[src/shared/lcd_bus_pkg.sv]
// Shared constants, states and helpers for the parallel LCD bus sequencer.
package lcd_bus_pkg;

  // Module clock rate and its period in nanoseconds.
  localparam int CLK_HZ = 20_000_000;
  localparam int CLK_PERIOD_NS = 1_000_000_000 / CLK_HZ;

  // Parallel data path width and the half divider and beat count field widths fed to the beat generator.
  localparam int DATA_W = 8;
  localparam int HALF_W = 8;
  localparam int BEATS_W = 7;

  // Fixed beat count of the command phase.
  localparam logic [BEATS_W-1:0] CMD_BEATS = 7'h01;

  // Byte budget of a burst whose beat count field reads zero.
  localparam logic [7:0] MAX_BURST = 8'h80;

  // Resting levels of the bus lines outside a transaction, and of the strobe between read data beats.
  localparam logic CS_IDLE_N = 1'b1;
  localparam logic EN_IDLE_WRITE = 1'b1;
  localparam logic EN_IDLE_READ = 1'b0;
  localparam logic [DATA_W-1:0] DATA_RESET = 8'h00;
  localparam logic [15:0] COMPARE_RESET = 16'h0000;

  // Sequencer states.
  typedef enum logic [2:0] {
    S_IDLE,
    S_SETUP,
    S_CMD,
    S_GAP,
    S_DATA,
    S_TAIL
  } seq_state_e;

  // Beat generator compare word: upper byte twice the beats minus one, lower byte the half divider.
  // A beat count of zero stands for 128 beats, which the modulo arithmetic gives for free.
  function automatic logic [15:0] beat_compare(input logic [BEATS_W-1:0] beats, input logic [HALF_W-1:0] half);
    logic [7:0] upper;
    upper = {beats, 1'b0} - 8'h01;
    return {upper, half};
  endfunction

endpackage

[src/shared/beat_if.sv]
// Link between the sequencer and its beat generator.
`timescale 1ns/10ps
interface beat_if;
  logic start;
  logic [15:0] compare;
  logic hold;
  logic sclk;
  logic rise;
  logic fall;
  logic done;

  modport timer (input start, input compare, input hold, output sclk, output rise, output fall, output done);
  modport seq (output start, output compare, output hold, input sclk, input rise, input fall, input done);
endinterface

[src/beat_timer.sv]
// Dual 8-bit beat generator producing the shift clock of one phase.
`timescale 1ns/10ps
module beat_timer (
  input wire logic i_clk,
  input wire logic i_resetn,
  beat_if.timer bt
);

  typedef struct packed {
    logic run;
    logic sclk;
    logic [7:0] lo;
    logic [7:0] hi;
    logic [7:0] half;
    logic rise;
    logic fall;
    logic done;
  } timer_s;

  timer_s q;
  timer_s d;

  //////////////////////////////////////////////////////////////////////////////
  // Low byte divides the clock to half beats; high byte counts shift clock edges.
  // compare word split
  always_comb begin
    d = q;
    d.rise = 1'b0;
    d.fall = 1'b0;
    d.done = 1'b0;
    if (!q.run) begin
      if (bt.start) begin
        d.run = 1'b1;
        d.sclk = 1'b0;
        d.lo = bt.compare[7:0];
        d.half = bt.compare[7:0];
        d.hi = bt.compare[15:8];
      end
    end else if (q.lo != 8'h00) begin
      d.lo = q.lo - 8'h01;
    end else if (!(bt.hold && !q.sclk)) begin
      // A rising edge waits while the sequencer has no byte, so a burst never sends stale data.
      d.lo = q.half;
      d.sclk = !q.sclk;
      d.rise = !q.sclk;
      d.fall = q.sclk;
      if (q.hi == 8'h00) begin
        d.run = 1'b0;
        d.done = 1'b1;
      end else begin
        d.hi = q.hi - 8'h01;
      end
    end
  end

  // State register.
  always_ff @(posedge i_clk or negedge i_resetn) begin
    if (!i_resetn) begin
      q <= '0;
    end else begin
      q <= d;
    end
  end

  // Outputs come straight from the state register.
  assign bt.sclk = q.sclk;
  assign bt.rise = q.rise;
  assign bt.fall = q.fall;
  assign bt.done = q.done;

endmodule // beat_timer

[src/parallel_lcd_bus_sequencer.sv]
// Sequencer framing command and data beats on a 6800-style parallel LCD bus.
`timescale 1ns/10ps

// Summary of operation
// - A write transaction sends exactly one command beat and then at least one data write beat.
// - The read/write line stays low for the whole of a write transaction, command beat included.
// - Chip select falls before the first beat and rises only after the last beat has completed.
// - Register select is low for the command byte and high for the following data phase.
// - The command byte goes out as one beat, presented at the rising edge of its shift clock on the strobe.
// - Data writes are one beat or a burst, each byte driven at the rising edge of its own shift clock.
// - A read transaction sends one command beat, then at least one data read beat, with read/write held high.
// - Data reads are one beat or a burst, each byte sampled at the falling edge of its shift clock.
// - All eight data lines are driven or sampled together in each beat.
// - The beat generator takes twice the beat count minus one above the half divider itself.
// - The enable strobe is active low on write beats and on every command beat, and active high on read data beats.
module parallel_lcd_bus_sequencer (
  input wire logic i_clk,
  input wire logic i_resetn,
  input wire logic i_start,
  input wire logic i_read,
  input wire logic [7:0] i_cmd,
  input wire logic [6:0] i_beats,
  input wire logic [7:0] i_div_half,
  input wire logic [7:0] i_wr_data,
  input wire logic i_wr_valid,
  output logic o_wr_ready,
  output logic [7:0] o_rd_data,
  output logic o_rd_valid,
  output logic o_busy,
  output logic o_done,
  output logic o_cs_n,
  output logic o_rs,
  output logic o_rw,
  output logic o_en,
  output logic [7:0] o_data,
  output logic o_data_oe,
  input wire logic [7:0] i_data
);

  typedef struct packed {
    lcd_bus_pkg::seq_state_e st;
    logic rd;
    logic [7:0] cmd;
    logic [6:0] beats;
    logic [7:0] half;
    logic [7:0] left;
    logic hold_full;
    logic [7:0] hold_byte;
    logic cs_n;
    logic rs;
    logic rw;
    logic en;
    logic [7:0] data;
    logic oe;
    logic wr_ready;
    logic [7:0] rd_data;
    logic rd_valid;
    logic busy;
    logic done;
    logic start;
    logic [15:0] compare;
  } seq_s;

  seq_s q;
  seq_s d;

  beat_if bt ();

  //////////////////////////////////////////////////////////////////////////////
  // Beat generator instance; it paces both phases of every transaction.
  beat_timer u_timer (
    .i_clk(i_clk),
    .i_resetn(i_resetn),
    .bt(bt)
  );

  // Rising edges are held off while a write burst has no byte waiting.
  assign bt.start = q.start;
  assign bt.compare = q.compare;
  assign bt.hold = (q.st == lcd_bus_pkg::S_DATA) && !q.rd && !q.hold_full;

  //////////////////////////////////////////////////////////////////////////////
  // Transaction sequencing, bus line levels and the one-byte write holding stage.
  always_comb begin
    d = q;
    d.start = 1'b0;
    d.rd_valid = 1'b0;
    d.done = 1'b0;
    case (q.st)
      lcd_bus_pkg::S_IDLE: begin
        if (i_start) begin
          d.st = lcd_bus_pkg::S_SETUP;
          d.rd = i_read;
          d.cmd = i_cmd;
          d.beats = i_beats;
          d.half = i_div_half;
          d.left = (i_beats == 7'h00) ? lcd_bus_pkg::MAX_BURST : {1'b0, i_beats};
          d.busy = 1'b1;
          d.cs_n = 1'b0;
          d.rs = 1'b0;
          d.rw = i_read;
          d.oe = 1'b1;
          d.en = lcd_bus_pkg::EN_IDLE_WRITE;
        end
      end
      lcd_bus_pkg::S_SETUP: begin
        d.start = 1'b1;
        d.compare = lcd_bus_pkg::beat_compare(lcd_bus_pkg::CMD_BEATS, q.half);
        d.st = lcd_bus_pkg::S_CMD;
      end
      lcd_bus_pkg::S_CMD: begin
        if (bt.rise) begin
          d.data = q.cmd;
          d.en = 1'b0;
        end
        if (bt.fall) begin
          d.en = 1'b1;
        end
        if (bt.done) begin
          d.st = lcd_bus_pkg::S_GAP;
        end
      end
      lcd_bus_pkg::S_GAP: begin
        // data phase high
        // Select, drive and strobe level move one cycle after the command strobe ends, so the panel
        // latches the command with register select still low and a read command strobe really ends.
        d.rs = 1'b1;
        if (q.rd) begin
          d.oe = 1'b0;
          d.en = lcd_bus_pkg::EN_IDLE_READ;
        end
        d.start = 1'b1;
        d.compare = lcd_bus_pkg::beat_compare(q.beats, q.half);
        d.st = lcd_bus_pkg::S_DATA;
      end
      lcd_bus_pkg::S_DATA: begin
        if (!q.rd) begin
          if (bt.rise) begin
            d.data = q.hold_byte;
            d.hold_full = 1'b0;
            d.en = 1'b0;
          end
          if (bt.fall) begin
            d.en = 1'b1;
          end
        end else begin
          if (bt.rise) begin
            d.en = 1'b1;
          end
          if (bt.fall) begin
            d.en = 1'b0;
            d.rd_data = i_data;
            d.rd_valid = 1'b1;
          end
        end
        if (bt.done) begin
          d.st = lcd_bus_pkg::S_TAIL;
        end
      end
      lcd_bus_pkg::S_TAIL: begin
        d.cs_n = lcd_bus_pkg::CS_IDLE_N;
        d.rs = 1'b0;
        d.rw = 1'b0;
        d.oe = 1'b0;
        d.en = lcd_bus_pkg::EN_IDLE_WRITE;
        d.busy = 1'b0;
        d.done = 1'b1;
        d.st = lcd_bus_pkg::S_IDLE;
      end
      default: begin
        d.st = lcd_bus_pkg::S_IDLE;
      end
    endcase
    // Take a write byte after any consume above, so a take in the same cycle is never lost.
    if (q.wr_ready && i_wr_valid) begin
      d.hold_byte = i_wr_data;
      d.hold_full = 1'b1;
      d.left = q.left - 8'h01;
    end
    d.wr_ready = !d.rd && !d.hold_full && (d.left != 8'h00) &&
      (d.st != lcd_bus_pkg::S_IDLE) && (d.st != lcd_bus_pkg::S_TAIL);
  end

  // State register with defined bus levels under reset.
  always_ff @(posedge i_clk or negedge i_resetn) begin
    if (!i_resetn) begin
      q <= '0;
      q.st <= lcd_bus_pkg::S_IDLE;
      q.cs_n <= lcd_bus_pkg::CS_IDLE_N;
      q.en <= lcd_bus_pkg::EN_IDLE_WRITE;
      q.data <= lcd_bus_pkg::DATA_RESET;
      q.compare <= lcd_bus_pkg::COMPARE_RESET;
    end else begin
      q <= d;
    end
  end

  //////////////////////////////////////////////////////////////////////////////
  // Every output is a field of the state register.
  assign o_wr_ready = q.wr_ready;
  assign o_rd_data = q.rd_data;
  assign o_rd_valid = q.rd_valid;
  assign o_busy = q.busy;
  assign o_done = q.done;
  assign o_cs_n = q.cs_n;
  assign o_rs = q.rs;
  assign o_rw = q.rw;
  assign o_en = q.en;
  assign o_data = q.data;
  assign o_data_oe = q.oe;

endmodule // parallel_lcd_bus_sequencer

[config.mk]
export PLATFORM = sky130hd
export DESIGN_NAME = parallel_lcd_bus_sequencer
export DESIGN_NICKNAME = d
export VERILOG_FILES = /design/src/shared/lcd_bus_pkg.sv /design/src/shared/beat_if.sv /design/src/beat_timer.sv /design/src/parallel_lcd_bus_sequencer.sv
export SDC_FILE = /design/constraint.sdc
export NUM_CORES = 1
export LEC_CHECK = 0
export ABC_AREA = 0
export ABC_CLOCK_PERIOD_IN_PS = 1700
export BUFFER_PORTS_ARGS = -buffer_cell sky130_fd_sc_hd__buf_4
export CORE_ASPECT_RATIO = 1.4
export CORE_UTILIZATION = 52
export DETAILED_ROUTE_END_ITERATION = 12
export PLACE_DENSITY = 0.76
export SYNTH_ARGS = -nofsm -noshare
export SYNTH_HDL_FRONTEND = slang
export SYNTH_SLANG_ARGS = --single-unit
[constraint.sdc]
create_clock -name i_clk -period 1.7 [get_ports i_clk]
set_input_delay 0.085 -clock i_clk [delete_from_list [all_inputs] [get_ports i_clk]]
set_output_delay 0.085 -clock i_clk [all_outputs]
set_load 0.03 [all_outputs]
# [Word-level counts from Yosys, hierarchy flattened]
# Cells that the tools add are included.
[word_totals] reg_bits=115 input_bits=44 output_inout_bits=25 word_cells=132
[classes] addsub=4 eq_ne=17 n_mux=45 bitwise_logic=1 n_reduce_logical=36
[ops] operator="$mux W8" count=5
[ops] operator="$mux W18" count=2
[ops] operator="$mux W35" count=1
[ops] operator="$pmux W17 S2" count=1
[ops] operator="$mux W32" count=1
[ops] operator="$sub A8 B1 Y8 const B" count=4
[ops] operator="$mux W26" count=1
[ops] operator="$mux W9" count=2
[ops] operator="$mux W17" count=1
[ops] operator="$mux W1" count=16
[ops] operator="$pmux W8 S2" count=1
[ops] operator="$reduce_bool A8 Y1" count=2
[ops] operator="$mux W3" count=5
[ops] operator="$pmux W3 S5" count=1
[ops] operator="$ne A2 B2 Y1 const B" count=6
[ops] operator="$reduce_and A2 Y1" count=5
[ops] operator="$reduce_and A3 Y1" count=3
[ops] operator="$logic_and A1 B1 Y1" count=8
[ops] operator="$logic_not A8 Y1" count=1
[ops] operator="$reduce_and A4 Y1" count=2
[ops] operator="$reduce_bool A2 Y1" count=4
[ops] operator="$logic_not A7 Y1" count=1
[ops] operator="$eq A3 B2 Y1 const B" count=2
[ops] operator="$eq A3 B3 Y1 const B" count=2
[ops] operator="15 further kinds" count=26

# [Logic depth before layout (Yosys ltp)]
[logic_depth] ltp_word=10 depth_mapped=8

# [By module]
# Synthesis repeated with hierarchy kept, for this count alone.
[hier_totals] hier_cells=595 hier_area_um2=5527.8
[modules_own_cells] module="parallel_lcd_bus_sequencer" instances=1 cells_each=409 area_each_um2=3876.2
[modules_own_cells] module="beat_timer" instances=1 cells_each=186 area_each_um2=1651.6

# [Worst setup path before layout]
# OpenSTA, ideal clock, no wires.
[synth_path] path_type="reg-to-reg" from="register u_timer.q[19] (netlist name)" to="register u_timer.q[18] (netlist name)" setup_time_ps=129 arrival_time_ps=1807 slack_ps=-236 path_stages_with_launch=9 n_path_buf=1 synth_period_minus_slack_ps=1936 cell_sequence="dfrtp_1 > inv_1 > ha_1 > or4b_4 > nor2_4 > a31oi_2 > buf_2 > o21ai_0 > o21ai_0"
[synth_via] elab_chain_cells=3
[synth_rtl] element="start: declaration" line_no="beat_timer.sv:20" rtl="timer_s q;"
[synth_rtl] element="start signal: assignment" line_no="beat_timer.sv:59" rtl="q <= '0;"
[synth_rtl] element="start signal: assignment" line_no="beat_timer.sv:61" rtl="q <= d;"
[synth_rtl] element="$reduce_bool A8 Y1" line_no="beat_timer.sv:39" rtl="end else if (q.lo != 8'h00) begin"
[synth_rtl] element="$ne A2 B2 Y1 (no source line)"
[synth_rtl] element="$reduce_and A4 Y1 (no source line)"
# No other way between the ends.
# A chain may end at the register's enable or synchronous reset.

# [Final worst setup path]
[layout_path] from="register u_timer.q[19] (netlist name)" to="register u_timer.q[26] (netlist name)"
[layout_via] elab_chain_cells=3 word_cells_on_any_way=6
[layout_rtl] element="$sub A8 B1 Y8 or $reduce_bool A8 Y1 (tied branches)" line_no="beat_timer.sv:40, beat_timer.sv:39"
[layout_rtl] element="$mux W8 or $ne A3 B3 Y1 (tied branches)"
[layout_rtl] element="$mux W18 or $reduce_and A2 Y1 (tied branches)"
# Parallel ways exist; a longest one is shown, timed or not.

==> out/results.txt <==
CTS Buf Count -> 17
# rows -> 43
Final count of negative-setup-slack endpoints -> 26
Comb pwr share -> 39.0%
Via count -> 5,254
Vias in the first global route -> 5,231
Clk pwr share -> 27.8%
Peak supply drop -> 1180 uV
Crit path setup slack, layout -> -0.336 ns
Reg area -> 2880 um^2
Hpwl dp -> 9420 um
Least-Margin Pin Slew -> 0.516 ns
Initial Util -> 54.2%
Max Slew Vio Count -> 0
DRC Markers -> 0
Seq pwr share -> 33.1%
Final Hold Viols -> 0
Wire length of the first global-routing pass -> 24,600 um
Ports -> 69
CTS Sinks -> 115
Post-synthesis cell type count -> 59
Die W -> 88.3 um
Reg2reg end -> u_timer.q[26]
Outcome -> complete, but fails checks
Starting DRC count in detailed routing -> 341
Reg-to-Reg Start -> u_timer.q[19]
Final net count -> 813
Initial antenna violation count -> 0
CP arrival -> 2.35 ns
Worst Reg-to-Reg Cells -> 8
Post-synthesis async set-or-reset flop share -> 100%
Core ar. -> 10,000 um^2
Hold path cells -> 3
Routed length per instance -> 18.2 um
Clock latency on the worst-skew pair -> 0.41 ns
Port bufs -> 68
Via/cell ratio -> 5.76
Die Height -> 123 um
Synth Register Bits -> 115
Slew headroom -> 65.3%
CP required -> 2.02 ns
Syn Area/Cell -> 9.31 um^2
Skew final -> 0.00623 ns
Hold Path Sink -> q[52]
P&R area growth vs syn -> 48.0%
Tot GR Track Use -> 30.0%
Clk buf depth -> 2
P_sw -> 0.00500 W
CTS clk-pin slew, worst paths -> 0.05 ns
Yosys warns -> 0
Pwr dens -> 1730 nW/um^2
Root buf cell -> clkbuf_16
Worst setup path class -> reg2reg
Post-Syn Instances -> 582
Fin crit share -> 120%
Post-Syn Area -> 5420 um^2
Hold path start -> i_wr_valid
Synthesized Nets -> 631
Switch share -> 36.1%
Fin crit period -> 2.04 ns
Startpoint types -> flip-flop
Internal power -> 0.00885 W
ANT cells -> 0
Failing checks -> negative setup slack
Post-synth EDFFs -> 0
Die area -> 10,800 um^2
Finished Layout Cells -> 912
Leak pwr -> 3.92 nW
Total gr overflow -> 0
Prevailing post-synth register cell -> dfrtp_1
R2R setup slack -> -0.34 ns
Hold WC Path Type -> in2reg
GP Congestion -> 0.893
TritonCTS clock tree -> yes
CP max FO -> 4
Unrepaired setup endpoints after global routing -> true
Area of the multi-input gates -> 2550 um^2
Fill cells -> 599
Total iterations of the first detailed-routing run -> 5
Crit. End Element -> flip-flop
Largest net degree at the start of global routing -> 41
Fmax -> 491 MHz
Register area share after synthesis -> 53.2%
H-tree levels -> 4
Final wirelength -> 16,600 um
Layout cells sized above 1 -> 34.0%
Cell count after placement -> 815
# Max-Cap Violations -> 0
Crit path launch -> u_timer.q[19]
Fin util -> 80.1%
Total negative slack -> -5.07 ns
Final ANT Viol Nets -> 0
cells in the final DEF (no fill, tap or decap), types with 5 or more instances in the layout:
master and instances:
nand3_1 11, nor3_1 11, clkbuf_16 17, o21ai_2 7
a32oi_1 5, buf_4 142, o21ai_1 9, mux2i_1 7
dlygate4sd3_1 41, inv_1 15, nand2_2 5, a21o_1 5
buf_6 16, nand2_1 176, o21ai_0 19, clkbuf_8 5
a22oi_1 6, a21oi_1 15, nor2_1 23, nor3_2 5
dfrtp_1 110, mux2_4 8
timing repair:
item	in CTS	in global routing
setup endpoints to repair	31	46
resized for setup	41	51
gates cloned	0	1
pin swaps	18	14
hold buffers	41	0
buffers inserted	16	10
endpoints found under the hold margin	125	0
metal layers:
metal,wire [um],global-route usage (%),vias up
met5,0,0,-
met4,620,14.4,0
met3,895,6.86,67
met2,8960,51.9,275
met1,6140,34.7,2570
li1,-,-,2342
cells by family after synthesis:
logic type	count (synthesis)	synth area share, %
simple gates	277	23.0
flops	115	53.2
compound gates	100	12.3
buf+inv	57	5.26
mux	19	3.74
xor+xnor	9	1.45
fa+ha+maj	5	1.15
worst max path at each step:
stage / endpoint / slack (ns) / cells after the start
after floorplan: u_timer.q[18] / -0.18 / 8
after global placement: o_wr_ready / -0.26 / 5
after detailed placement: u_timer.q[13] / -0.38 / 7
after CTS: u_timer.q[26] / -0.25 / 8
after global routing: u_timer.q[26] / -0.42 / 8
final: u_timer.q[26] / -0.34 / 8
area by class of cell:
cell class / count / area share [%]
repair buffers: 202 / 21.2
flip-flops and latches: 115 / 36.0
well taps: 135 / 2.11
multi-input cells: 410 / 31.8
clock buffers: 23 / 6.21
inverters: 18 / 0.843
clock inverters: 9 / 1.86
cell usage after synthesis (4+ instances only):
library cell  number  share of area [%]
a32oi_1            5               0.81
o21ai_0           35                3.2
nand2b_1           5               0.58
nor2b_1            4               0.46
buf_2              6               0.55
xnor2_1            4               0.65
mux2_2            10                2.1
mux2i_1            9                1.7
nor2_1            24                1.7
nand3_1           14                1.3
xor2_1             5               0.81
and2_1             4               0.46
inv_1             17                1.2
buf_1              4               0.28
nor3_1            18                1.7
and3_1             4               0.46
a21o_1             5               0.69
clkbuf_1          12               0.83
a21oi_1           16                1.5
a211oi_1           4               0.55
nand4_1            4               0.46
a22oi_1            7               0.97
dfrtp_1          113                 52
ha_1               5                1.2
buf_4             17                2.4
nand2_1          184                 13
power groups by stage:
stage	clock (W)	combinational [W]	sequential [W]
6_report	0.00385	0.00541	0.00459
4_1_cts	0.00388	0.00485	0.00448
3_3_place_gp	0	0.00421	0.00446
2_1_floorplan	0	0.00260	0.00452
5_1_grt	0.00401	0.00583	0.00466
3_5_place_dp	0	0.00433	0.00450
sequential cells by signal (all words and copies together), names as in the netlist:
signal,cells
u_timer.bt.done,1
o_data_oe,1
u_timer.bt.rise,1
o_en,1
bt.start,1
bt.compare,16
u_timer.q,25
o_rw,1
u_timer.bt.fall,1
o_wr_ready,1
u_timer.bt.sclk,1
o_rs,1
o_rd_data,8
o_cs_n,1
q,44
o_rd_valid,1
o_busy,1
o_done,1
o_data,8
worst max-delay path: stages (launching register included):
cell and delay, ns:
dfrtp_1 0.39, inv_2 0.09, ha_4 0.14, or4b_4 0.49
buf_4 0.18, a211oi_4 0.24, and2_1 0.17, o21ai_0 0.09
a22oi_1 0.16
per-stage QoR:
stage	total power (W)	hold slack (ns)	setup slack [ns]	cell area, um^2
2_1_floorplan	0.00712	-0.211	-0.182	5460
3_3_place_gp	0.00867	0.00510	-0.261	6460
3_5_place_dp	0.00882	0.00616	-0.379	6460
4_1_cts	0.0132	0.000734	-0.249	7760
5_1_grt	0.0145	0.0311	-0.425	8020
6_report	0.0139	0.0345	-0.336	8020
No activity file was read; power rests on OpenSTA's default activity.
